[config.mk]
export PLATFORM = sky130hd
export DESIGN_NAME = taicd_top
export DESIGN_NICKNAME = d
export VERILOG_FILES = /design/src/taicd_pkg.sv /design/src/taicd_top.sv
export SDC_FILE = /design/constraint.sdc
export NUM_CORES = 1
export LEC_CHECK = 0
export BUFFER_PORTS_ARGS = -buffer_cell sky130_fd_sc_hd__buf_4
export CAP_MARGIN = 30
export CORE_ASPECT_RATIO = 0.6
export CORE_MARGIN = 2
export CORE_UTILIZATION = 50
export DETAILED_ROUTE_END_ITERATION = 6
export GPL_TIMING_DRIVEN = 0
export HOLD_SLACK_MARGIN = 0.1
export PLACE_DENSITY = 0.78
export SYNTH_ARGS = -nofsm -noshare
export SYNTH_HDL_FRONTEND = slang
export SYNTH_SLANG_ARGS = --single-unit
[constraint.sdc]
create_clock -name pclk -period 5.3 [get_ports pclk]
set_input_delay 0.265 -clock pclk [delete_from_list [all_inputs] [get_ports pclk]]
set_output_delay 0.265 -clock pclk [all_outputs]
set_load 0.01 [all_outputs]
[src/taicd_pkg.sv]
// Constants and carrier types for the touch converter I2C slave address and command decoder.
package taicd_pkg;

    // ==========================================================
    // Bus and register map
    localparam int APB_AW = 12;
    localparam logic [APB_AW-1:0] OFS_CTRL = 12'h000;
    localparam logic [APB_AW-1:0] OFS_STATUS = 12'h004;
    localparam logic [APB_AW-1:0] OFS_CFG0 = 12'h008;
    localparam logic [APB_AW-1:0] OFS_LASTWR = 12'h00c;
    localparam int CTRL_EN_BIT = 0;
    localparam logic CTRL_EN_RST = 1'b1;

    // ==========================================================
    // Address byte and command byte fields
    localparam logic DIR_READ = 1'b1;
    localparam int CMD_FMT_BIT = 7;
    localparam logic CMD_FMT_CONV = 1'b1;
    localparam int CMD_FIELD_HI = 6;
    localparam int CMD_FIELD_LO = 3;
    localparam int CMD_RES_BIT = 2;
    localparam int CMD_SOFT_RESET_BIT_BIT = 1;
    localparam int CMD_STOP_BIT = 0;
    localparam int CMD_BIAS_BIT = 1;
    localparam int CMD_PTR_BIT = 0;
    localparam int BIT_LAST = 7;

    // ==========================================================
    // Converter function codes
    localparam logic [3:0] FN_SCAN_XYZ = 4'h0;
    localparam logic [3:0] FN_SCAN_XY = 4'h1;
    localparam logic [3:0] FN_X = 4'h2;
    localparam logic [3:0] FN_Y = 4'h3;
    localparam logic [3:0] FN_Z = 4'h4;
    localparam logic [3:0] FN_AUX = 4'h5;
    localparam logic [3:0] FN_IX = 4'h6;
    localparam logic [3:0] FN_IY = 4'h7;
    localparam logic [3:0] FN_AUX_CONT = 4'h8;
    localparam logic [3:0] FN_RSV_HOLD = 4'hb;
    localparam logic [3:0] FN_DRV_X = 4'hd;
    localparam logic [3:0] FN_DRV_Y = 4'he;
    localparam logic [3:0] FN_DRV_YX = 4'hf;

    // ==========================================================
    // Internal register copies and reset values
    localparam logic [3:0] REG_CFG0 = 4'hc;
    localparam int CFG0_RES_BIT = 13;
    localparam int CFG0_STOP_BIT = 14;
    localparam logic [15:0] CFG0_RST = 16'h0000;
    localparam logic [3:0] PTR_RST = 4'h0;
    localparam logic [1:0] STRAP_WAIT = 2'h2;

    typedef enum logic [2:0] {
        TAICD_IDLE, TAICD_ADDR, TAICD_CMD, TAICD_DATA, TAICD_IGNORE
    } taicd_phase_t;

    typedef struct packed {
        logic conv_start;
        logic [3:0] conv_func;
        logic conv_busy;
        logic resolution_select;
        logic abort_req;
        logic soft_reset;
        logic bias_keep_on;
        logic drv_x_pair;
        logic drv_y_pair;
        logic drv_yx_pair;
        logic reserved_hold;
    } taicd_conv_t;

    typedef struct packed {
        logic ptr_load;
        logic [3:0] read_ptr;
        logic wr_strobe;
        logic [3:0] wr_addr;
        logic [15:0] wr_data;
        logic read_req;
    } taicd_regacc_t;

endpackage

[src/taicd_top.sv]
// Touch converter I2C slave: address match, command byte decode and APB status access.
`timescale 1ns/10ps
module taicd_top #(
    parameter logic [4:0] DEV_TYPE = 5'h0b
)(
    // Clock and reset
    input wire logic pclk,
    input wire logic presetn,
    // APB slave
    input wire logic psel,
    input wire logic penable,
    input wire logic pwrite,
    input wire logic [taicd_pkg::APB_AW-1:0] paddr,
    input wire logic [31:0] pwdata,
    output logic [31:0] prdata,
    output logic pready,
    output logic pslverr,
    // I2C pins
    input wire logic scl_in,
    input wire logic sda_in,
    output logic sda_out,
    output logic sda_oe,
    input wire logic addr_strap_hi,
    input wire logic addr_strap_lo,
    // Converter side
    input wire logic conv_done,
    input wire logic pen_lifted,
    input wire logic abort_done,
    output taicd_pkg::taicd_conv_t conv,
    output taicd_pkg::taicd_regacc_t regacc,
    output logic [15:0] config_reg_zero
);
    import taicd_pkg::*;

    typedef struct packed {
        logic [1:0] scl_sync;
        logic [1:0] sda_sync;
        logic [1:0] hi_sync;
        logic [1:0] lo_sync;
        logic scl_q;
        logic sda_q;
        logic [1:0] strap_cnt;
        logic strap_taken;
        logic [1:0] strap;
        taicd_phase_t phase;
        logic [3:0] bit_cnt;
        logic [7:0] shreg;
        logic byte_full;
        logic in_ack;
        logic ack_drive;
        logic addr_ok;
        logic [6:0] match_addr;
        logic last_dir;
        logic data_hi_done;
        logic [7:0] data_hi;
        logic [3:0] wptr;
        logic ctrl_en;
        logic pready;
        logic pslverr;
        logic [31:0] prdata;
        logic sda_oe;
        taicd_conv_t cv;
        taicd_regacc_t ra;
        logic [15:0] cfg0;
    } taicd_state_t;

    taicd_state_t st;
    taicd_state_t next_st;

    // ==========================================================
    // Function code decoding
    function automatic logic fn_single(input logic [3:0] f);
        fn_single = (f >= FN_X) && (f <= FN_IY);
    endfunction

    function automatic logic fn_pen_scan(input logic [3:0] f);
        fn_pen_scan = (f == FN_SCAN_XYZ) || (f == FN_SCAN_XY);
    endfunction

    logic scl_rise;
    logic scl_fall;
    logic start_seen;
    logic stop_seen;
    logic [7:0] rx;
    logic apb_done;

    // ==========================================================
    // Next state
    always_comb
    begin
        next_st = st;
        rx = st.shreg;
        next_st.scl_sync = {st.scl_sync[0], scl_in};
        next_st.sda_sync = {st.sda_sync[0], sda_in};
        next_st.hi_sync = {st.hi_sync[0], addr_strap_hi};
        next_st.lo_sync = {st.lo_sync[0], addr_strap_lo};
        next_st.scl_q = st.scl_sync[1];
        next_st.sda_q = st.sda_sync[1];
        scl_rise = st.scl_sync[1] && !st.scl_q;
        scl_fall = !st.scl_sync[1] && st.scl_q;
        start_seen = st.scl_sync[1] && st.scl_q && st.sda_q && !st.sda_sync[1];
        stop_seen = st.scl_sync[1] && st.scl_q && !st.sda_q && st.sda_sync[1];
        next_st.cv.conv_start = 1'b0;
        next_st.cv.soft_reset = 1'b0;
        next_st.ra.ptr_load = 1'b0;
        next_st.ra.wr_strobe = 1'b0;
        next_st.ra.read_req = 1'b0;

        // Straps are caught once, after they have crossed the synchroniser.
        if (!st.strap_taken)
        begin
            if (st.strap_cnt == STRAP_WAIT)
            begin
                next_st.strap = {st.hi_sync[1], st.lo_sync[1]};
                next_st.strap_taken = 1'b1;
            end
            else
            begin
                next_st.strap_cnt = st.strap_cnt + 2'h1;
            end
        end

        // Converter completion events.
        if (st.cv.conv_busy && fn_single(st.cv.conv_func) && conv_done)
        begin
            next_st.cv.conv_busy = 1'b0;
        end
        if (st.cv.conv_busy && fn_pen_scan(st.cv.conv_func) && pen_lifted)
        begin
            next_st.cv.conv_busy = 1'b0;
        end
        if (abort_done)
        begin
            next_st.cv.abort_req = 1'b0;
        end

        // Serial byte engine.
        if (start_seen)
        begin
            next_st.phase = st.ctrl_en ? TAICD_ADDR : TAICD_IGNORE;
            next_st.bit_cnt = 4'h0;
            next_st.byte_full = 1'b0;
            next_st.in_ack = 1'b0;
            next_st.sda_oe = 1'b0;
            next_st.data_hi_done = 1'b0;
        end
        else if (stop_seen)
        begin
            // An odd data byte left unpaired at stop is dropped.
            next_st.phase = TAICD_IDLE;
            next_st.sda_oe = 1'b0;
            next_st.in_ack = 1'b0;
            next_st.data_hi_done = 1'b0;
        end
        else if (st.phase != TAICD_IDLE && st.phase != TAICD_IGNORE)
        begin
            if (scl_rise && !st.in_ack && !st.byte_full)
            begin
                next_st.shreg = {st.shreg[6:0], st.sda_sync[1]};
                next_st.bit_cnt = st.bit_cnt + 4'h1;
                next_st.byte_full = (st.bit_cnt == 4'(BIT_LAST));
            end
            else if (scl_fall && st.byte_full)
            begin
                // Byte complete: act on it and open the acknowledge slot, except after an address byte that does not match.
                next_st.byte_full = 1'b0;
                next_st.bit_cnt = 4'h0;
                next_st.in_ack = 1'b1;
                next_st.sda_oe = 1'b1;
                unique case (st.phase)
                    TAICD_ADDR:
                    begin
                        next_st.match_addr = rx[7:1];
                        next_st.last_dir = rx[0];
                        if (st.strap_taken && rx[7:3] == DEV_TYPE && rx[2:1] == st.strap)
                        begin
                            next_st.addr_ok = 1'b1;
                            next_st.ra.read_req = (rx[0] == DIR_READ);
                        end
                        else
                        begin
                            next_st.addr_ok = 1'b0;
                            next_st.sda_oe = 1'b0;
                            next_st.in_ack = 1'b0;
                            next_st.phase = TAICD_IGNORE;
                        end
                    end
                    TAICD_CMD:
                    begin
                        if (rx[CMD_FMT_BIT] == CMD_FMT_CONV)
                        begin
                            next_st.cv.resolution_select = rx[CMD_RES_BIT];
                            next_st.cfg0[CFG0_RES_BIT] = rx[CMD_RES_BIT];
                            if (rx[CMD_SOFT_RESET_BIT_BIT])
                            begin
                                // Reset wins over everything else in the same byte.
                                next_st.cv = '0;
                                next_st.cv.soft_reset = 1'b1;
                                next_st.cfg0 = CFG0_RST;
                                next_st.ra.read_ptr = PTR_RST;
                            end
                            else if (rx[CMD_STOP_BIT])
                            begin
                                // Stop leaves data copies untouched; the configuration copy still takes the byte's resolution bit.
                                next_st.cv.abort_req = 1'b1;
                                next_st.cv.conv_busy = 1'b0;
                                next_st.cv.drv_x_pair = 1'b0;
                                next_st.cv.drv_y_pair = 1'b0;
                                next_st.cv.drv_yx_pair = 1'b0;
                                next_st.cv.reserved_hold = 1'b0;
                            end
                            else
                            begin
                                next_st.cv.conv_func = rx[CMD_FIELD_HI:CMD_FIELD_LO];
                                next_st.cv.drv_x_pair = (rx[CMD_FIELD_HI:CMD_FIELD_LO] == FN_DRV_X);
                                next_st.cv.drv_y_pair = (rx[CMD_FIELD_HI:CMD_FIELD_LO] == FN_DRV_Y);
                                next_st.cv.drv_yx_pair = (rx[CMD_FIELD_HI:CMD_FIELD_LO] == FN_DRV_YX);
                                if (rx[CMD_FIELD_HI:CMD_FIELD_LO] == FN_RSV_HOLD)
                                begin
                                    next_st.cv.reserved_hold = 1'b1;
                                end
                                if (rx[CMD_FIELD_HI:CMD_FIELD_LO] <= FN_AUX_CONT)
                                begin
                                    next_st.cv.conv_start = 1'b1;
                                    next_st.cv.conv_busy = 1'b1;
                                end
                            end
                        end
                        else
                        begin
                            next_st.cv.bias_keep_on = rx[CMD_BIAS_BIT];
                            if (rx[CMD_PTR_BIT] == DIR_READ)
                            begin
                                next_st.ra.read_ptr = rx[CMD_FIELD_HI:CMD_FIELD_LO];
                                next_st.ra.ptr_load = 1'b1;
                            end
                            else
                            begin
                                next_st.wptr = rx[CMD_FIELD_HI:CMD_FIELD_LO];
                            end
                        end
                    end
                    TAICD_DATA:
                    begin
                        if (!st.data_hi_done)
                        begin
                            next_st.data_hi = rx;
                            next_st.data_hi_done = 1'b1;
                        end
                        else
                        begin
                            next_st.data_hi_done = 1'b0;
                            next_st.ra.wr_data = {st.data_hi, rx};
                            next_st.ra.wr_addr = st.wptr;
                            next_st.ra.wr_strobe = 1'b1;
                            next_st.wptr = st.wptr + 4'h1;
                            if (st.wptr == REG_CFG0)
                            begin
                                next_st.cfg0 = {st.data_hi, rx};
                                next_st.cv.resolution_select = st.data_hi[CFG0_RES_BIT-8];
                            end
                        end
                    end
                    default:
                    begin
                        next_st.phase = TAICD_IGNORE;
                    end
                endcase
            end
            else if (scl_fall && st.in_ack)
            begin
                // The acknowledge slot ends; decide where the next byte goes.
                next_st.in_ack = 1'b0;
                next_st.sda_oe = 1'b0;
                unique case (st.phase)
                    TAICD_ADDR:
                    begin
                        // Read sequencing lives elsewhere; this block stays off SDA for it.
                        next_st.phase = (st.last_dir == DIR_READ) ? TAICD_IGNORE : TAICD_CMD;
                    end
                    TAICD_CMD:
                    begin
                        next_st.phase = (st.shreg[CMD_FMT_BIT] != CMD_FMT_CONV && st.shreg[CMD_PTR_BIT] != DIR_READ)
                            ? TAICD_DATA : TAICD_IGNORE;
                    end
                    default:
                    begin
                        next_st.phase = st.phase;
                    end
                endcase
            end
        end

        // The stop state mirrors into the configuration copy; set beats a completing abort.
        next_st.cfg0[CFG0_STOP_BIT] = next_st.cv.abort_req;

        // APB slave: one wait state, answer registered.
        apb_done = psel && penable && st.pready;
        next_st.pready = psel && penable && !st.pready;
        next_st.pslverr = 1'b0;
        next_st.prdata = 32'h0000_0000;
        if (psel && penable && !st.pready)
        begin
            unique case (paddr)
                OFS_CTRL:
                begin
                    next_st.prdata = {31'h0000_0000, st.ctrl_en};
                end
                OFS_STATUS:
                begin
                    next_st.prdata = {7'h00, st.cv.reserved_hold, st.cv.drv_yx_pair, st.cv.drv_y_pair,
                        st.cv.drv_x_pair, st.strap_taken, st.ra.read_ptr, st.cv.resolution_select,
                        st.cv.bias_keep_on, st.cv.abort_req, st.cv.conv_busy, st.cv.conv_func,
                        st.last_dir, st.match_addr};
                end
                OFS_CFG0:
                begin
                    next_st.prdata = {16'h0000, st.cfg0};
                end
                OFS_LASTWR:
                begin
                    next_st.prdata = {12'h000, st.ra.wr_addr, st.ra.wr_data};
                end
                default:
                begin
                    next_st.pslverr = 1'b1;
                end
            endcase
        end
        if (apb_done && pwrite && paddr == OFS_CTRL)
        begin
            next_st.ctrl_en = pwdata[CTRL_EN_BIT];
        end
    end

    // ==========================================================
    // State register
    always_ff @(posedge pclk or negedge presetn)
    begin
        if (!presetn)
        begin
            st <= '0;
            st.scl_sync <= 2'h3;
            st.sda_sync <= 2'h3;
            st.scl_q <= 1'b1;
            st.sda_q <= 1'b1;
            st.phase <= TAICD_IDLE;
            st.ctrl_en <= CTRL_EN_RST;
            st.cfg0 <= CFG0_RST;
            st.ra.read_ptr <= PTR_RST;
        end
        else
        begin
            st <= next_st;
        end
    end

    // ==========================================================
    // Outputs, each taken from a flip-flop except sda_out, which is tied low
    assign prdata = st.prdata;
    assign pready = st.pready;
    assign pslverr = st.pslverr;
    assign sda_out = 1'b0;
    assign sda_oe = st.sda_oe;
    assign conv = st.cv;
    assign regacc = st.ra;
    assign config_reg_zero = st.cfg0;

endmodule

==> results, run 1 <==
- The starting DRC count in detailed routing is 549.
- The sequential group share of total power is 0.459.
- The post-layout minimum cycle time is 2.38 ns.
- The final cell count without fillers is 956.
- After synthesis, the cell types taking the most area are dfrtp_1 (49%), buf_4 (10%), mux2_2 (3.7%).
- Gates resized during post-CTS repair numbered 0.
- Cell internal power was estimated by the tool at 1.86 mW.
- Entering global routing, the biggest net connects 102 pins.
- The mean cell area of the mapped netlist is 10.6 um2.
- The residual overflow from global routing is 0.
- The proportion of synthesized chip area in sequential cells is 0.517.
- The core outline area is 13000 um2.
- The yosys synthesis warning count is 0.
- The clock slew seen by the registers of the worst setup and hold paths is 0.05 ns.
- The transition time at the pin with the least slew margin is 0.941 ns.
- The gate count of the mapped netlist is 633.
- The worst setup path category is flop to flop.
- TritonCTS built the clock tree.
- In this run the horizontal extent of the chip is 153 um.
- The half-perimeter wire length of the detailed placement result is 11600 um.
- The final net count is 834.
- Measured along the y axis, the die boundary spans 93.6 um.
- In this run the post-CTS setup repair buffer count came out at 0.
- The final clock skew is 0.00758 ns.
- The number of H-tree levels is 4.
- The first-pass GRT wire length is 26200 um.
- In the routed design, unresolved DRC markers number 0.
- Adding up every negative setup slack in the final design gives 0 ns.
- The power per standard cell area is 277 nW/um2.
- In the post-route analysis, the smallest setup slack over all paths is 2.92 ns.
- The number of antenna violations at the first check in global routing is 0.
- Setup repair after global routing left no endpoint under its margin.
- In the global route stage, overall resource usage came out at 0.237.
- The first detailed-routing pass took 6 iterations.
- The part of the cycle the worst path needs is 0.448.
- The post-detailed-route via-to-cell ratio is 5.34.
- Headroom to the max-slew limit came out at 0.372.
- The synthesized netlist contains 62 unique library cells.
- The row count is 32.
- The number of port buffers is 108.
- The analysis attributes to net switching a power of 0.469 mW.
- The class of the tightest hold or removal check is primary input to flop.
- Static timing analysis puts the maximum clock frequency at 0.421 GHz.
- The worst-case IR drop observed on VDD is 0.238 mV.
- The synthesis-to-finish area growth is 25.9%.
- The initial standard-cell utilization of the core is 0.516.
- The routed design has 16400 um of wire.
- The die covers 14400 um2.
- The via count of the first global-routing pass is 4979.
- The final hold violation count is 0.
- Hold timing on the final database bottoms out at a slack of 0.163 ns.
- The clock power share is 0.512.
- The critical path data required time is 5.60 ns.
- The root buffer selected by CTS is clkbuf_16.
- The fraction of power spent switching nets is 0.201.
- The final cell utilization of the core is 0.650.
- The most used flip-flop cell after synthesis is dfrtp_1.
- The placer's final routability congestion estimate is 0.913.
- The deepest clock path buffer count is 2.
- For this design the static power due to leakage is 4.20 nW.
- In the final layout, flip-flops and latches occupy 3460 um2.
- TritonCTS created 17 clock buffers.
- The arrival time reported for the critical path endpoint is 2.68 ns.
- The post-placement cell area is 7780 um2.
- The number of synthesized register bits is 138.
- The synthesized design spends more area on one cell type than any other, namely dfrtp_1.
- Once detail routing completed, the nets flagged for antenna violations numbered 0.
- The filler cells instantiated in the layout total 1009.
- The most frequent cell after synthesis is dfrtp_1.
- The share of synthesized area in the top cell type comes to 0.490.
- The type of destination of the critical path is a flop.
- Once placement completed, the tool counted placed cells totaling 919.
- Setup violations remaining at the end of the flow were counted as 0.
- The total I/O pin count is 149.
- Of all nets on the critical path, the largest fanout is 10.
- The count of flip-flops with a built-in enable after synthesis is 0.
- The combinational share of power is 0.029.
- Sorting the synthesized cells by how often they occur yields dfrtp_1 (131), buf_4 (90), nand2_1 (54).
- The final-report max-slew violation count was 0.
- The repair_antennas step left the layout with diodes totalling 0.
- The footprint of the multi-input gates is 2330 um2.
- The latest clock arrival within the worst-skew pair is 0.42 ns.
- Counting every sink on the clock net gives 138.
- The cell area that synthesis handed to floorplanning was 6700 um2.
- The pre-CTS worst setup slack is 3.04 ns.
- The vias after detailed routing is 5104.
- The max capacitance violation total is 0.
- The share of layout cells above drive strength 1 is 0.368.
- Of all flip-flops after synthesis, the portion carrying an async set or reset was 1.00.
- The flow ran to the end, and the final reports show no timing, DRC or antenna violations.
- Power comes to 2.33 mW.
- Dividing the detail-routed wire length by the instance count gives 17.1 um.
- The element type at the critical path start is a flop.
- The post-layout instance area is 8430 um2.
cells by family after synthesis:
family / share of synthesized area
and+or+nand+nor: 0.141
buffers and inverters: 0.138
DFF: 0.517
AOI/OAI and AO/OA: 0.0932
muxes: 0.0964
xor gates and xnor gates: 0.00654
adders and majority gates: 0.00747
other: 0.000560
state kept, by name, summed over array words and instances, names as in the netlist:
| signal | cells |
|---|---|
| st | 40 |
| regacc | 27 |
| prdata | 25 |
| config_reg_zero | 16 |
| conv | 13 |
| rx | 8 |
| next_st | 6 |
| pready | 1 |
| pslverr | 1 |
| sda_oe | 1 |
repair_timing:
action,in CTS,in global routing
hold buffers,6,0
setup endpoints to repair,0,0
endpoints found under the hold margin,42,0
routing by layer:
layer	global-route usage	part of all wire	vias up
met1	0.339	0.45	2497
met3	0.0556	0.088	34
met2	0.356	0.44	239
li1	-	-	2334
met5	0	0	-
met4	0.0872	0.018	0
worst max-delay path, cell delays in order, from the launching register on:
cell and delay [ns]:
dfrtp_1 0.31, buf_2 0.17, clkbuf_1 0.37, nand2_1 0.32, nor3_2 0.66, mux2_2 0.42
cells in the final DEF, fill, tap and decap left out, drive strengths merged, types with 21 or more instances in the layout:
| cell | n |
|---|---|
| mux2i | 21 |
| nand2 | 55 |
| mux2 | 33 |
| clkbuf | 48 |
| nor2 | 38 |
| nand3 | 30 |
| inv | 25 |
| buf | 208 |
| o21ai | 45 |
| dfrtp | 131 |
final timing paths:
path / to / startpoint / slack [ns] / cells past startpoint
worst max-delay path: st[104]$_DFFE_PN0P_ / st[130]$_DFFE_PN0P_ / 2.92 / 5
worst min-delay path: config_reg_zero[14]$_DFF_PN0_ / abort_done / 0.16 / 4
worst max register to register: st[104]$_DFFE_PN0P_ / st[130]$_DFFE_PN0P_ / 2.92 / 5
worst min register to register: st[143]$_DFF_PN0_ / next_st[143]$_DFF_PN0_ / 0.35 / 0
max in group asynchronous: st[138]$_DFF_PN1_ / presetn / 4.17 / 3
min in group asynchronous: prdata[3]$_DFF_PN0_ / presetn / 0.32 / 2
power by group through the flow:
stage          clock network, mW  logic, mW  registers [mW]
4_1_cts                     1.20     0.0688            1.07
5_1_grt                     1.26     0.0755            1.07
3_3_place_gp                   0     0.0602            1.09
2_1_floorplan                  0     0.0224            1.09
3_5_place_dp                   0     0.0650            1.09
6_report                    1.20     0.0674            1.07
area by class of cell:
cell class | count | area share
flip-flops and latches | 138 | 0.411
multi-input cells | 353 | 0.277
repair buffers | 115 | 0.107
plain buffers | 124 | 0.0987
clock buffers | 23 | 0.0567
well taps | 170 | 0.0252
clock inverters | 8 | 0.0139
inverters | 25 | 0.0111
Power figures use the tool's default switching activity.
==> inputs of run 2 (changes only) <==
--- a/config.mk
+++ b/config.mk
@@ -9,11 +9,11 @@
 export CAP_MARGIN = 30
 export CORE_ASPECT_RATIO = 0.6
 export CORE_MARGIN = 2
-export CORE_UTILIZATION = 50
+export CORE_UTILIZATION = 49
 export DETAILED_ROUTE_END_ITERATION = 6
 export GPL_TIMING_DRIVEN = 0
 export HOLD_SLACK_MARGIN = 0.1
-export PLACE_DENSITY = 0.78
+export PLACE_DENSITY = 0.79
 export SYNTH_ARGS = -nofsm -noshare
 export SYNTH_HDL_FRONTEND = slang
 export SYNTH_SLANG_ARGS = --single-unit
==> constraint.sdc (replaced) <==
create_clock -name pclk -period 2.1 [get_ports pclk]
set_input_delay 0.105 -clock pclk [delete_from_list [all_inputs] [get_ports pclk]]
set_output_delay 0.105 -clock pclk [all_outputs]
set_load 0.01 [all_outputs]
==> results, run 2 (same netlist as run 1, synthesis figures left out) <==
- The flow ran to the end, and the final reports show no timing, DRC or antenna violations.
- The max capacitance violation total is 0.
- The initial standard-cell utilization of the core is 0.496.
- The critical path buffer and inverter count is 0.
- The vias after detailed routing is 5084.
- The max-slew headroom at the worst pin is 0.376.
- The cell family contributing the most delay on the critical path is simple AND/OR/NAND/NOR gates.
- The starting DRC count in detailed routing is 320.
- The worst setup path startpoint is rx[1]$_DFFE_PN0P_.
- STA puts the critical path data required time at 2.40 ns.
- The critical path capture point is st[130]$_DFFE_PN0P_.
- The critical path goes through xor2_1 > nor4_1 > nand2b_2 > and2_1 > o311a_1.
- The filler cell count in the final layout is 1057.
- The wire length after detailed routing is 16600 um.
- In this run the worst path has a maximum fanout of 9.
- The worst hold path was traced through 4 stages.
- The maximum number of pins on one net before global-route repair is 91.
- The tree is rooted in a clkbuf_16.
- The number of port buffers is 108.
- Across all register-to-register paths, the minimum setup slack is 0.06 ns.
- At the pin with the least slew margin, the transition time is 0.936 ns.
- In this run the remaining antenna-violating nets after routing total 0.
- For this design the top-level I/O count stands at 149.
- The leakage power is 4.27 nW.
- STA classifies the critical path startpoint as a flop.
- The floorplan die area is 14600 um2.
- At the end of the flow the core is filled with cells to 0.636.
- The final hold violation count was 0.
- The path length in cells of the critical path is 5.
- Setup repair after global routing left no endpoint under its margin.
- The class of the tightest hold or removal check is primary input to flop.
- CTS built an H-tree with a depth of 4.
- The destination of the worst register-to-register timing path is st[130]$_DFFE_PN0P_.
- The reg-to-reg startpoint is rx[1]$_DFFE_PN0P_.
- The region available for standard cell placement spans 13500 um2.
- The placer's final routability congestion estimate is 0.896.
- The width of the chip is 155 um.
- At the later pin of the worst-skew pair, clock insertion delay measures 0.42 ns.
- The part of the cycle the worst path needs is 0.973.
- Data on the critical path arrives at its endpoint at 2.34 ns.
- The clock slew seen by the registers of the worst setup and hold paths is 0.07 ns.
- In the final layout, the multi-input gates occupy 2380 um2.
- In the final routed layout, each cell accounts on average for 17.2 um.
- The number of CTS-inserted buffers is 17.
- The power per standard cell area is 695 nW/um2.
- The via count of the first global-routing pass came to 4956.
- Detailed placement finished with a half-perimeter wire length of 11600 um.
- Counting tap cells, the placed design contains a total of 924 instances.
- The deepest clock path buffer count is 2.
- The share of layout cells above drive strength 1 is 0.387.
- For this run, the slowest stage of the critical path takes 0.53 ns.
- The library cell used most frequently in the layout, excluding fill and tap cells, is buf_4.
- Between clock sinks in the finished design, the worst skew comes to 0.0120 ns.
- The type of destination of the critical path is a flop.
- The final number of setup-violating endpoints is 0.
- The diode insertion count for antenna repair is 0.
- The register with the most flip-flops in the layout has 40 of them.
- The first-pass GRT wire length is 26100 um.
- The first-pass iteration count of the detailed router is 5.
- The register with the most flip-flops is st.
- Derived from the worst setup path, the maximum achievable clock frequency is 0.490 GHz.
- After the last flow step, the layout net total stands at 837.
- The row count is 33.
- The tree built by TritonCTS fans out to 138 sinks.
- The library cells used most frequently in the layout, excluding fill and tap cells, are buf_4 (201), dfrtp_1 (131), nand2_1 (53).
- The TritonCTS clock tree is built.
- The worst setup path category is flop to flop.
- The synthesis-to-finish area growth is 28.3%.
- The number of antenna violations at the first check in global routing is 0.
- The post-layout minimum cycle time is 2.04 ns.
- The final-report max-slew violation count is 0.
- The remaining design rule violation count is 0.
- The total power is 5.97 mW.
- The residual overflow from global routing is 0.
- The footprint of the flip-flops and latches is 3460 um2.
- The highest ir drop seen on vdd is 0.636 mV.
- The post-detailed-route via-to-cell ratio is 5.27.
- The final cell count without fillers is 965.
- The count of cells along the worst register-to-register path is 5.
- Measured along the y axis, the die boundary spans 94.6 um.
- The critical-path cell with the highest stage delay is dfrtp_1.
- In the global route stage, overall resource usage came out at 0.234.
## run 2: worst min-delay path by stage
| stage | start | endpoint | slack, ns |
|---|---|---|---|
| detailed placement | presetn | prdata[3]$_DFF_PN0_ | 0.07 |
| CTS | paddr[2] | prdata[2]$_DFF_PN0_ | 0.11 |
| finish | paddr[2] | prdata[4]$_DFF_PN0_ | 0.11 |
| floorplan | presetn | config_reg_zero[0]$_DFFE_PN0P_ | -0.19 |
| global route | paddr[2] | st[92]$_DFFE_PN1P_ | 0.11 |
| global placement | sda_in | next_st[145]$_DFF_PN1_ | 0.21 |
## run 2: where the power goes
group	switching, mW	total [mW]	internal, mW
clock	1.18	3.09	1.91
combinational	0.0964	0.177	0.0803
sequential	0.0164	2.70	2.68
## run 2: worst min-delay path, cell delays in order
cell       delay [ns]
buf_4            0.12
nor3b_2          0.07
a2bb2oi_1        0.15
nor2_1           0.05
## run 2: layer usage
metal | vias up | part of all wire | track usage | wire length (um)
met5 | - | 0 | 0 | 0
met4 | 0 | 0.015 | 0.0718 | 244
met3 | 27 | 0.075 | 0.0620 | 1250
met2 | 206 | 0.45 | 0.353 | 7410
met1 | 2509 | 0.46 | 0.332 | 7650
li1 | 2342 | - | - | -
## run 2: area by class of cell
type                    instances  share of cell area
repair buffers                123               0.116
multi-input cells             353               0.277
plain buffers                 119              0.0963
inverters                      25              0.0109
clock buffers                  19              0.0516
flip-flops and latches        138               0.403
well taps                     175              0.0255
clock inverters                13              0.0197
## run 2: what timing repair did
action                                 in CTS  in global routing
pin swaps                                   3                  0
gates cloned                                0                  0
endpoints found under the hold margin      62                  0
setup endpoints to repair                  47                 55
setup buffers                               3                  2
resized for setup                          10                  8
hold buffers                                9                  0
## run 2: metrics by stage
step	cell area [um2]	hold slack, ns	setup slack (ns)	TNS (ns)
floorplan	6720	-0.191	0.0950	0
global placement	7750	0.214	-0.177	-4.02
detailed placement	7780	0.0677	-0.254	-6.16
CTS	8560	0.105	0.000274	0
global route	8590	0.115	0.00180	0
finish	8590	0.107	0.0575	0
